`src/tpl_pkg.sv`:
```
// Constants, types and register layout for the TDM port layer-one control block
// Behaviour
// [RULE1] Receive bits 0-2 invert clock, data, sync
// [RULE2] Transmit bits 0-2 invert clock, data, sync
// [RULE3] Detector reset bit high then low restarts
// [RULE4] Receive sync advance: none, half, one, two
// [RULE5] Receive format picks 193/256/512/1024 clock frames
// [RULE6] Transmit sync advance: none, half, one, two
// [RULE7] Transmit format picks 193/256/512/1024 clock frames
// [RULE8] Receive bypass to fast engine, ports 0-1
// [RULE9] Transmit bypass from fast engine, ports 0-1
// [RULE10] Receive unframed bit ignores timeslots and sync
// [RULE11] Transmit unframed overrides per-slot enables
// [RULE12] Local loop sends transmit data into receive
// [RULE13] Line loop echoes receive data to output
// [RULE14] Force-ones bit low holds output at one
// [RULE15] Unframed transmit source: engine or tester
// [RULE16] Search timeout bit shows live detector status
// [RULE17] Loop-up bit shows detector verdict live
// [RULE18] Receive sync off frame start latches flag
// [RULE19] Transmit sync off frame start latches flag
// [RULE20] Bit 14 enables each misalign interrupt
// [RULE21] Controls reset to zero; status bits read-only
// [RULE22] Partner gives 8 kHz sync or low; the bench line model syncs at about 3 to 16 kHz
// [RULE23] Misalign during read keeps flag set
package tpl_pkg;

    // Register byte addresses
    localparam logic [11:0] TPL_RX_CTRL_ADDR = 12'h000;
    localparam logic [11:0] TPL_TX_CTRL_ADDR = 12'h004;
    localparam logic [15:0] TPL_CTRL_RESET   = 16'h0000;

    // Receive control fields
    localparam int RX_CLK_INV   = 0;
    localparam int RX_DAT_INV   = 1;
    localparam int RX_SYN_INV   = 2;
    localparam int RX_DET_RST   = 3;
    localparam int RX_ADV_LO    = 4;
    localparam int RX_FMT_LO    = 6;
    localparam int RX_FAST      = 8;
    localparam int RX_UNFRAMED  = 9;
    localparam int RX_LOCAL_LP  = 10;
    localparam int RX_TIMEOUT   = 12;
    localparam int RX_LOOP_UP   = 13;
    localparam int RX_IRQ_EN    = 14;
    localparam int RX_MISALIGN  = 15;
    localparam logic [15:0] RX_WR_MASK = 16'h47ff;

    // Transmit control fields
    localparam int TX_CLK_INV   = 0;
    localparam int TX_DAT_INV   = 1;
    localparam int TX_SYN_INV   = 2;
    localparam int TX_ONES_N    = 3;
    localparam int TX_ADV_LO    = 4;
    localparam int TX_FMT_LO    = 6;
    localparam int TX_FAST      = 8;
    localparam int TX_UNFRAMED  = 9;
    localparam int TX_LINE_LP   = 10;
    localparam int TX_PAT_SRC   = 11;
    localparam int TX_IRQ_EN    = 14;
    localparam int TX_MISALIGN  = 15;
    localparam logic [15:0] TX_WR_MASK = 16'h4fff;

    // Frame lengths in link clocks
    localparam logic [10:0] FRAME_T1   = 11'd193;
    localparam logic [10:0] FRAME_E1   = 11'd256;
    localparam logic [10:0] FRAME_4M   = 11'd512;
    localparam logic [10:0] FRAME_8M   = 11'd1024;

    // Sync advance codes
    localparam logic [1:0] ADV_NONE = 2'b00;
    localparam logic [1:0] ADV_HALF = 2'b01;
    localparam logic [1:0] ADV_ONE  = 2'b10;
    localparam logic [1:0] ADV_TWO  = 2'b11;

    typedef enum logic [1:0] {
        SYNC_HUNT = 2'b01,
        SYNC_LOCK = 2'b10
    } tpl_sync_e;

    typedef logic [9:0] tpl_bit_t;

endpackage

```
`src/tpl_port.sv`:
```
// Layer-one control for one serial TDM port, with APB register access
//
// Implementation choices: the placing of the registers and the APB interface to the registers.
`timescale 1ns/1ps
module tpl_port #(
    parameter int PORT_INDEX = 0
) (
    // Clock and reset
    input  wire logic        core_clk,
    input  wire logic        rst_n,
    // APB slave
    input  wire logic        psel,
    input  wire logic        penable,
    input  wire logic        pwrite,
    input  wire logic [11:0] paddr,
    input  wire logic [31:0] pwdata,
    output logic      [31:0] prdata,
    output logic             pready,
    output logic             pslverr,
    // Line pins
    input  wire logic        rx_clock_pin,
    input  wire logic        rx_data_pin,
    input  wire logic        rx_frame_sync_pin,
    input  wire logic        tx_clock_pin,
    input  wire logic        tx_frame_sync_pin,
    output logic             tx_serial_out,
    // Slow engine receive side
    output logic             rx_bit_valid,
    output logic             rx_bit_data,
    output tpl_pkg::tpl_bit_t rx_bit_index,
    // Fast engine receive side
    output logic             fast_rx_valid,
    output logic             fast_rx_data,
    // Transmit sources
    input  wire logic        hdlc_tx_data,
    input  wire logic        fast_tx_data,
    input  wire logic        bert_tx_data,
    input  wire logic        tx_slot_enable,
    output logic             tx_bit_take,
    output logic             fast_tx_take,
    output tpl_pkg::tpl_bit_t tx_bit_index,
    // Loop pattern detector
    output logic             loop_detector_restart,
    input  wire logic        loop_search_timeout,
    input  wire logic        loop_up_detected,
    // Misalignment interrupt requests
    output logic             rx_misalign_irq,
    output logic             tx_misalign_irq
);
    import tpl_pkg::*;

    localparam logic HAS_FAST = (PORT_INDEX < 2);

    function automatic logic [10:0] frame_len(input logic [1:0] fmt);
        case (fmt)
            2'b00:   frame_len = FRAME_T1;
            2'b01:   frame_len = FRAME_E1;
            2'b10:   frame_len = FRAME_4M;
            default: frame_len = FRAME_8M;
        endcase
    endfunction

    // Bit index at which the sync is expected, given advance
    function automatic tpl_bit_t sync_pos(input logic [1:0] fmt, input logic [1:0] adv);
        logic [10:0] len;
        len = frame_len(fmt);
        case (adv)
            ADV_ONE: sync_pos = tpl_bit_t'(len - 11'd1);
            ADV_TWO: sync_pos = tpl_bit_t'(len - 11'd2);
            default: sync_pos = '0;
        endcase
    endfunction

    function automatic tpl_bit_t next_bit(input tpl_bit_t idx, input logic [1:0] fmt);
        if ({1'b0, idx} == frame_len(fmt) - 11'd1) begin
            next_bit = '0;
        end else begin
            next_bit = idx + tpl_bit_t'(1);
        end
    endfunction

    // Reset release
    logic rst_meta_q;
    logic rst_sync_q;
    always_ff @(posedge core_clk or negedge rst_n) begin
        if (!rst_n) begin
            rst_meta_q <= 1'b0;
            rst_sync_q <= 1'b0;
        end else begin
            rst_meta_q <= 1'b1;
            rst_sync_q <= rst_meta_q;
        end
    end

    // Pin synchronisers; link clock runs far below core_clk
    logic [4:0] pin_meta_q;
    logic [4:0] pin_sync_q;
    always_ff @(posedge core_clk or negedge rst_sync_q) begin
        if (!rst_sync_q) begin
            pin_meta_q <= '0;
            pin_sync_q <= '0;
        end else begin
            pin_meta_q <= {tx_frame_sync_pin, tx_clock_pin, rx_frame_sync_pin, rx_data_pin, rx_clock_pin};
            pin_sync_q <= pin_meta_q;
        end
    end

    // Control registers
    logic [15:0] rx_ctrl_q;
    logic [15:0] tx_ctrl_q;
    logic        rx_flag_q;
    logic        tx_flag_q;
    logic        rx_misalign;
    logic        tx_misalign;

    logic wr_acc;
    logic rd_acc;
    logic hit_rx;
    logic hit_tx;
    assign wr_acc  = psel && penable && pwrite;
    assign rd_acc  = psel && penable && !pwrite;
    assign hit_rx  = (paddr == TPL_RX_CTRL_ADDR);
    assign hit_tx  = (paddr == TPL_TX_CTRL_ADDR);
    assign pready  = 1'b1;
    assign pslverr = psel && penable && !hit_rx && !hit_tx;

    // Only writable bits are stored; bit 8 exists on fast ports only
    always_ff @(posedge core_clk or negedge rst_sync_q) begin
        if (!rst_sync_q) begin
            rx_ctrl_q <= TPL_CTRL_RESET; // see [RULE21]
            tx_ctrl_q <= TPL_CTRL_RESET; // see [RULE21]
        end else begin
            if (wr_acc && hit_rx) begin
                rx_ctrl_q <= pwdata[15:0] & RX_WR_MASK & ~(16'(!HAS_FAST) << RX_FAST); // see [RULE21]
            end
            if (wr_acc && hit_tx) begin
                tx_ctrl_q <= pwdata[15:0] & TX_WR_MASK & ~(16'(!HAS_FAST) << TX_FAST); // see [RULE21]
            end
        end
    end

    // Restart pulse on the falling write of the detector reset bit
    logic det_rst_prev_q;
    always_ff @(posedge core_clk or negedge rst_sync_q) begin
        if (!rst_sync_q) begin
            det_rst_prev_q        <= 1'b0;
            loop_detector_restart <= 1'b0;
        end else begin
            det_rst_prev_q        <= rx_ctrl_q[RX_DET_RST];
            loop_detector_restart <= det_rst_prev_q && !rx_ctrl_q[RX_DET_RST]; // see [RULE3]
        end
    end

    // Misalignment flags: clear on read, a new event wins
    always_ff @(posedge core_clk or negedge rst_sync_q) begin
        if (!rst_sync_q) begin
            rx_flag_q <= 1'b0;
            tx_flag_q <= 1'b0;
        end else begin
            if (rx_misalign) begin
                rx_flag_q <= 1'b1; // see [RULE18] see [RULE23]
            end else if (rd_acc && hit_rx) begin
                rx_flag_q <= 1'b0; // see [RULE18]
            end
            if (tx_misalign) begin
                tx_flag_q <= 1'b1; // see [RULE19] see [RULE23]
            end else if (rd_acc && hit_tx) begin
                tx_flag_q <= 1'b0; // see [RULE19]
            end
        end
    end

    assign rx_misalign_irq = rx_flag_q && rx_ctrl_q[RX_IRQ_EN]; // see [RULE20]
    assign tx_misalign_irq = tx_flag_q && tx_ctrl_q[TX_IRQ_EN]; // see [RULE20]

    // Read data; the status bits come from live inputs and flags
    logic [15:0] rx_view;
    logic [15:0] tx_view;
    always_comb begin
        rx_view               = rx_ctrl_q;
        rx_view[RX_TIMEOUT]   = loop_search_timeout; // see [RULE16]
        rx_view[RX_LOOP_UP]   = loop_up_detected;    // see [RULE17]
        rx_view[RX_MISALIGN]  = rx_flag_q;
        tx_view               = tx_ctrl_q;
        tx_view[TX_MISALIGN]  = tx_flag_q;
    end

    always_ff @(posedge core_clk or negedge rst_sync_q) begin
        if (!rst_sync_q) begin
            prdata <= '0;
        end else if (psel && !penable && !pwrite) begin
            if (paddr == TPL_RX_CTRL_ADDR) begin
                prdata <= {16'h0000, rx_view};
            end else if (paddr == TPL_TX_CTRL_ADDR) begin
                prdata <= {16'h0000, tx_view};
            end else begin
                prdata <= '0;
            end
        end
    end

    // Receive link edges after optional inversion
    logic rx_clk_eff;
    logic rx_clk_prev_q;
    logic rx_rise;
    logic rx_fall;
    logic rx_sync_eff;
    assign rx_clk_eff  = pin_sync_q[0] ^ rx_ctrl_q[RX_CLK_INV]; // see [RULE1]
    assign rx_sync_eff = pin_sync_q[2] ^ rx_ctrl_q[RX_SYN_INV]; // see [RULE1]
    assign rx_rise     = rx_clk_eff && !rx_clk_prev_q;
    assign rx_fall     = !rx_clk_eff && rx_clk_prev_q;

    // Transmit link edges after optional inversion
    logic tx_clk_eff;
    logic tx_clk_prev_q;
    logic tx_rise;
    logic tx_fall;
    logic tx_sync_eff;
    assign tx_clk_eff  = pin_sync_q[3] ^ tx_ctrl_q[TX_CLK_INV]; // see [RULE2]
    assign tx_sync_eff = pin_sync_q[4] ^ tx_ctrl_q[TX_SYN_INV]; // see [RULE2]
    assign tx_rise     = tx_clk_eff && !tx_clk_prev_q;
    assign tx_fall     = !tx_clk_eff && tx_clk_prev_q;

    always_ff @(posedge core_clk or negedge rst_sync_q) begin
        if (!rst_sync_q) begin
            rx_clk_prev_q <= 1'b0;
            tx_clk_prev_q <= 1'b0;
        end else begin
            rx_clk_prev_q <= rx_clk_eff;
            tx_clk_prev_q <= tx_clk_eff;
        end
    end

    // Receive frame tracking
    logic [1:0] rx_fmt;
    logic [1:0] rx_adv;
    logic       rx_unframed;
    assign rx_fmt      = rx_ctrl_q[RX_FMT_LO +: 2];
    assign rx_adv      = rx_ctrl_q[RX_ADV_LO +: 2];
    assign rx_unframed = rx_ctrl_q[RX_UNFRAMED];

    tpl_sync_e rx_state_q;
    tpl_bit_t  rx_cnt_q;
    logic      rx_half_q;
    logic      rx_sync_hit;
    tpl_bit_t  rx_exp;
    assign rx_exp      = sync_pos(rx_fmt, rx_adv); // see [RULE4] see [RULE5]
    // Half-clock advance: sync caught on the falling edge, checked at the next rise
    assign rx_sync_hit = (rx_adv == ADV_HALF) ? rx_half_q : rx_sync_eff; // see [RULE4]
    assign rx_misalign = rx_rise && !rx_unframed && rx_sync_hit
                         && (rx_state_q == SYNC_LOCK) && (rx_cnt_q != rx_exp); // see [RULE18]

    always_ff @(posedge core_clk or negedge rst_sync_q) begin
        if (!rst_sync_q) begin
            rx_state_q <= SYNC_HUNT;
            rx_cnt_q   <= '0;
            rx_half_q  <= 1'b0;
        end else if (rx_unframed) begin
            rx_state_q <= SYNC_HUNT; // see [RULE10]
            rx_cnt_q   <= '0;
            rx_half_q  <= 1'b0;
        end else begin
            if (rx_fall) begin
                rx_half_q <= rx_sync_eff;
            end
            if (rx_rise) begin
                if (rx_sync_hit) begin
                    rx_state_q <= SYNC_LOCK;
                    rx_cnt_q   <= next_bit(rx_exp, rx_fmt); // see [RULE5]
                end else begin
                    case (rx_state_q)
                        SYNC_LOCK: rx_cnt_q <= next_bit(rx_cnt_q, rx_fmt); // see [RULE5]
                        SYNC_HUNT: rx_cnt_q <= '0;
                        default:   rx_state_q <= SYNC_HUNT;
                    endcase
                end
            end
        end
    end

    // Receive data path and engine delivery
    logic tx_line_bit_q;
    logic rx_bit_in;
    logic rx_fast_on;
    assign rx_fast_on = HAS_FAST && rx_ctrl_q[RX_FAST];
    // Local loop replaces line data with what is being sent
    assign rx_bit_in  = rx_ctrl_q[RX_LOCAL_LP] ? tx_line_bit_q
                                               : (pin_sync_q[1] ^ rx_ctrl_q[RX_DAT_INV]); // see [RULE12] see [RULE1]

    always_ff @(posedge core_clk or negedge rst_sync_q) begin
        if (!rst_sync_q) begin
            rx_bit_valid  <= 1'b0;
            rx_bit_data   <= 1'b0;
            rx_bit_index  <= '0;
            fast_rx_valid <= 1'b0;
            fast_rx_data  <= 1'b0;
        end else begin
            // Slow path only sees framed bits once aligned, or every bit unframed
            rx_bit_valid  <= rx_rise && !rx_fast_on
                             && (rx_unframed || rx_state_q == SYNC_LOCK || rx_sync_hit); // see [RULE8] see [RULE10]
            fast_rx_valid <= rx_rise && rx_fast_on; // see [RULE8]
            if (rx_rise) begin
                rx_bit_data  <= rx_bit_in;
                fast_rx_data <= rx_bit_in;
                rx_bit_index <= rx_unframed ? '0 : (rx_sync_hit ? rx_exp : rx_cnt_q);
            end
        end
    end

    // Transmit frame tracking
    logic [1:0] tx_fmt;
    logic [1:0] tx_adv;
    logic       tx_unframed;
    assign tx_fmt      = tx_ctrl_q[TX_FMT_LO +: 2];
    assign tx_adv      = tx_ctrl_q[TX_ADV_LO +: 2];
    assign tx_unframed = tx_ctrl_q[TX_UNFRAMED];

    tpl_sync_e tx_state_q;
    tpl_bit_t  tx_cnt_q;
    logic      tx_half_q;
    logic      tx_sync_hit;
    tpl_bit_t  tx_exp;
    assign tx_exp      = sync_pos(tx_fmt, tx_adv); // see [RULE6] see [RULE7]
    assign tx_sync_hit = (tx_adv == ADV_HALF) ? tx_half_q : tx_sync_eff; // see [RULE6]
    assign tx_misalign = tx_rise && !tx_unframed && tx_sync_hit
                         && (tx_state_q == SYNC_LOCK) && (tx_cnt_q != tx_exp); // see [RULE19]

    always_ff @(posedge core_clk or negedge rst_sync_q) begin
        if (!rst_sync_q) begin
            tx_state_q <= SYNC_HUNT;
            tx_cnt_q   <= '0;
            tx_half_q  <= 1'b0;
        end else if (tx_unframed) begin
            tx_state_q <= SYNC_HUNT; // see [RULE11]
            tx_cnt_q   <= '0;
            tx_half_q  <= 1'b0;
        end else begin
            if (tx_fall) begin
                tx_half_q <= tx_sync_eff;
            end
            if (tx_rise) begin
                if (tx_sync_hit) begin
                    tx_state_q <= SYNC_LOCK;
                    tx_cnt_q   <= next_bit(tx_exp, tx_fmt); // see [RULE7]
                end else begin
                    case (tx_state_q)
                        SYNC_LOCK: tx_cnt_q <= next_bit(tx_cnt_q, tx_fmt); // see [RULE7]
                        SYNC_HUNT: tx_cnt_q <= '0;
                        default:   tx_state_q <= SYNC_HUNT;
                    endcase
                end
            end
        end
    end

    // Transmit source selection, evaluated at the effective falling edge
    logic tx_fast_on;
    logic tx_src;
    assign tx_fast_on = HAS_FAST && tx_ctrl_q[TX_FAST];
    always_comb begin
        if (tx_fast_on) begin
            tx_src = fast_tx_data; // see [RULE9]
        end else if (tx_ctrl_q[TX_LINE_LP]) begin
            // Line loop is only safe at slow-engine rates
            tx_src = pin_sync_q[1] ^ rx_ctrl_q[RX_DAT_INV]; // see [RULE13]
        end else if (tx_unframed) begin
            tx_src = tx_ctrl_q[TX_PAT_SRC] ? bert_tx_data : hdlc_tx_data; // see [RULE15] see [RULE11]
        end else if (tx_slot_enable && tx_state_q == SYNC_LOCK) begin
            tx_src = hdlc_tx_data;
        end else begin
            tx_src = 1'b1; // Idle slots and unaligned frames send ones
        end
    end

    always_ff @(posedge core_clk or negedge rst_sync_q) begin
        if (!rst_sync_q) begin
            tx_line_bit_q <= 1'b1;
            tx_serial_out <= 1'b1; // see [RULE14]
            tx_bit_take   <= 1'b0;
            fast_tx_take  <= 1'b0;
            tx_bit_index  <= '0;
        end else begin
            tx_bit_take  <= tx_fall && !tx_fast_on && !tx_ctrl_q[TX_LINE_LP]; // see [RULE9]
            fast_tx_take <= tx_fall && tx_fast_on; // see [RULE9]
            if (tx_fall) begin
                tx_line_bit_q <= tx_src;
                tx_bit_index  <= tx_cnt_q;
                if (!tx_ctrl_q[TX_ONES_N]) begin
                    tx_serial_out <= 1'b1; // see [RULE14]
                end else begin
                    tx_serial_out <= tx_src ^ tx_ctrl_q[TX_DAT_INV]; // see [RULE2]
                end
            end
        end
    end

endmodule // tpl_port

```
`config.mk`:
```
export PLATFORM = sky130hd
export DESIGN_NAME = tpl_port
export DESIGN_NICKNAME = d
export VERILOG_FILES = /design/src/tpl_pkg.sv /design/src/tpl_port.sv
export SDC_FILE = /design/constraint.sdc
export NUM_CORES = 1
export LEC_CHECK = 0
export BUFFER_PORTS_ARGS = -buffer_cell sky130_fd_sc_hd__buf_2
export CAP_MARGIN = 20
export CORE_ASPECT_RATIO = 1.1
export CORE_MARGIN = 1.5
export CORE_UTILIZATION = 57
export CTS_BUF_LIST = sky130_fd_sc_hd__clkbuf_8
export DETAILED_ROUTE_END_ITERATION = 10
export GPL_TIMING_DRIVEN = 1
export PLACE_DENSITY = 0.83
export SETUP_SLACK_MARGIN = 0.02
export SLEW_MARGIN = 30
export SYNTH_ARGS = -nofsm -noshare
export SYNTH_HDL_FRONTEND = slang
export SYNTH_SLANG_ARGS = --single-unit
```
`constraint.sdc`:
```
create_clock -name core_clk -period 8.2 [get_ports core_clk]
set_input_delay 0.41 -clock core_clk [delete_from_list [all_inputs] [get_ports core_clk]]
set_output_delay 0.41 -clock core_clk [all_outputs]
set_load 0.03 [all_outputs]
```
==> key figures <==
Yosys
  – Synthesized area per cell: ~9.7 sq um
  – Synth warnings: 0
  – #FFs+latches synth: 112
  – Sequential share of the synthesized area: between 40% and 50%
  – Number of flops mapped to enable cells by yosys: 0
  – Cell taking the most area after synthesis: dfrtp_1
  – Post-synth top area share: 45.8%
  – Mapped Cells: 608
  – Ys async rst share: 100%
  – Synth Cell Area: 5900 sq um
  – Primary FF master, synth: dfrtp_1
  – Post-synth cell types: 63
  – Synth top area cells: dfrtp_1, nand2_1, mux2_2, mux2i_1, o21ai_0

Floorplanning
  – Die width: between 90 and 100 microns
  – Full die area: about 11000 sq um
  – Die Y: between 100 and 150 microns
  – Ports: between 100 and 150
  – Core Footprint: between 9000 and 10000 sq um
  – Initial Util: 59.0%
  – Rows: 38

Detailed routing
  – Via/cell ratio: 6.15
  – Vias: between 4000 and 5000
  – # DRC: 0
  – Routed len/inst: between 15 and 20 microns
  – Routed WL: between 10000 and 15000 microns
  – First drt pass iteration count: 4
  – Initial drt markers: 345
  – ANT nets after route: 0

Global route
  – Tot GR Track Use: around 27%
  – Vias in the first global route: 4622
  – Global route overflow: 0
  – First-pass GRT wire length: 23300 microns
  – Initial antenna violation count: 0
  – Largest net degree at the start of global routing: 57

Placed design
  – Post-place setup slack: approximately 5600 ps
  – Placement Cell Area: about 6300 sq um
  – Routability cong.: between 0.9 and 1
  – DPL Wire Length: 9830 microns
  – Port bufs: 87

Final layout
  – Share of layout cells above drive strength 1: roughly a quarter
  – Design Area, Final: ~6400 sq um
  – Ant. Diodes: 0
  – Commonest non-fill, non-tap cell in the layout: dfrtp_1
  – P&R area growth vs syn: 9.38%
  – Utilization of the core after routing: 64.6%
  – Commonest cells after routing, fill and taps aside: dfrtp_1, nand2_1, buf_2
  – Final net count: ~730

Hold path
  – Hold depth: 1
  – Worst Hold Class: input port to flip-flop
  – Hold path startpoint: rx_frame_sync_pin
  – Worst Hold End: pin_meta_q[2]

STA
  – Max-slew violation count: 0
  – Slew HR: between 40% and 50%
  – Final setup fails: 0
  – Min Clock Period, post-route: between 2000 and 3000 ps
  – F_max: around 400 MHz
  – Final worst slack: approximately 5700 ps
  – Fin. Hold Viols: 0
  – Worst-Margin Slew: around 760 ps
  – Final Skew: between 8 and 9 ps
  – Setup Total Neg Slack: 0 ps
  – RSZ-0062 raised after global routing: false
  – Final period utilization: a little under a third

Clock tree
  – Clk sink count: around 110
  – Clk buf depth: 2
  – CTS tree: built
  – Reg clk slew, reported paths: 110 ps
  – H-tree levels: 3
  – Skew-Pair Late Insertion Delay: 380 ps
  – Root Buffer: clkbuf_8
  – Num CTS Buffers: 9

Critical path
  – FF-to-FF setup slack: around 5700 ps
  – FF-to-FF End: tx_cnt_q[9]
  – R2R cell count: 6
  – CP Max Fanout: 10
  – Slowest cell delay on critical path: 560 ps
  – Crit end category: flip-flop
  – Critical Path RT: ~8400 ps
  – Worst Setup Start Kind: flip-flop
  – Crit-path cells: inv_1 -> ha_1 -> or3b_2 -> a31oi_2 -> o21ai_0 -> o2bb2ai_1
  – Reg2reg start: tx_state_q[0]
  – Slowest stage cell, crit path: dfstp_2
  – CP Data Arrival Time: approximately 2800 ps
  – Setup CP Type: flip-flop to flip-flop

Power and ir drop
  – Net Sw Power: slightly above 600 uW
  – Leak Pwr: roughly 3.0 nW
  – Flop pwr share: 50.2%
  – VDD IR max: 0.110 mV
  – Combinational share of power: a little under a third
  – Sw frac: about two fifths
  – Cell Int Power: approximately 940 uW
  – Clock power share: 19.7%
  – Power per Cell Area: between 200 and 250 nW/um^2

Flow run
  – Max capacitance violation total: 0

Status
  – Status: finished clean
-- logic make-up after synthesis --
group / count (synthesis) / share of synthesized area (%)
AOI/OAI and AO/OA: 123 / 14.4
xor gates and xnor gates: 12 / 1.78
adders and majority gates: 8 / 1.70
buffers and inverters: 75 / 6.28
DFF: 112 / 47.6
muxes: 45 / 8.19
other: 2 / 0.127
and+or+nand+nor: 231 / 19.9
-- metrics by stage --
step / power (mW) / hold WS, ps / std cells
after CTS: 1.55 / 108 / 789
after floorplan: 1.13 / 114 / 624
after global placement: 1.22 / 195 / 772
after detailed placement: 1.25 / 197 / 772
final: 1.55 / 127 / 789
after global routing: 1.65 / 107 / 789
-- cells in the mapped netlist, types with 5 or more instances --
cell type	count
clkbuf_1	38
a21oi_1	16
o31ai_1	9
nand4_1	8
nand2b_1	6
and4_1	5
dfrtp_1	108
and2_1	5
mux2i_1	19
or2_2	7
nor2_1	28
xnor2_1	8
or3_1	7
ha_1	8
o21ai_0	37
nand3_1	17
inv_1	14
nand3b_1	5
a31oi_1	9
nor4_1	12
o211ai_1	6
a221o_1	7
nor3_1	16
buf_4	19
mux2_2	26
nand2_1	90
-- registers in the layout, indices dropped and copies added (netlist names), 2 cells and up --
| register | flops |
|---|---|
| tx_cnt_q | 10 |
| tx_bit_index | 10 |
| tx_state_q | 2 |
| prdata | 16 |
| rx_cnt_q | 10 |
| pin_sync_q | 5 |
| tx_ctrl_q | 13 |
| rx_bit_index | 10 |
| rx_state_q | 2 |
| pin_meta_q | 5 |
| rx_ctrl_q | 12 |
-- worst max path at each step --
| stage | end | depth (start not counted) | slack, ps | from |
|---|---|---|---|---|
| 6_report | tx_cnt_q[9] | 6 | 5680 | tx_state_q[0] |
| 4_1_cts | tx_cnt_q[5] | 5 | 5580 | tx_ctrl_q[5] |
| 5_1_grt | rx_cnt_q[8] | 7 | 5530 | rx_state_q[0] |
| 2_1_floorplan | det_rst_prev_q | 0 | 4860 | rst_sync_q |
| 3_3_place_gp | rx_cnt_q[8] | 7 | 5540 | rx_state_q[0] |
| 3_5_place_dp | tx_cnt_q[5] | 5 | 5620 | tx_ctrl_q[5] |
-- power groups by stage --
stage               sequential [mW]  combinational, mW  clock, mW
global placement              0.779              0.444          0
detailed placement            0.786              0.461          0
floorplan                     0.771              0.358          0
finish                        0.779              0.467      0.306
CTS                           0.775              0.464      0.312
global route                  0.798              0.520      0.334
-- layer usage --
layer  routed length [microns]  part of all wire, %  GRT usage, %
met4                       321                  2.3          11.3
met5                         0                    0             0
met2                      7150                   51          46.5
met3                       711                  5.1          3.05
met1                      5760                   41          35.5
-- worst max-delay path, delay by kind of cell, from the launching register on --
kind	cells	cell delay (ps)
compound gates	3	900
flops	1	560
simple gates	1	490
fa+ha+maj	1	390
buf+inv	1	40
-- cell type report --
class	count	area, sq um
clock inverters	7	47.5
repair buffers	90	460
flip-flops and latches	112	2810
multi-input cells	437	2800
well taps	120	150
fillers	784	3540
clock buffers	9	124
inverters	14	52.6
-- timing repair --
action,CTS,global route
endpoints found under the hold margin,2,0
gates resized for setup,0,0
hold buffers,1,0
buffers inserted,0,0
Power figures use the tool's default switching activity.
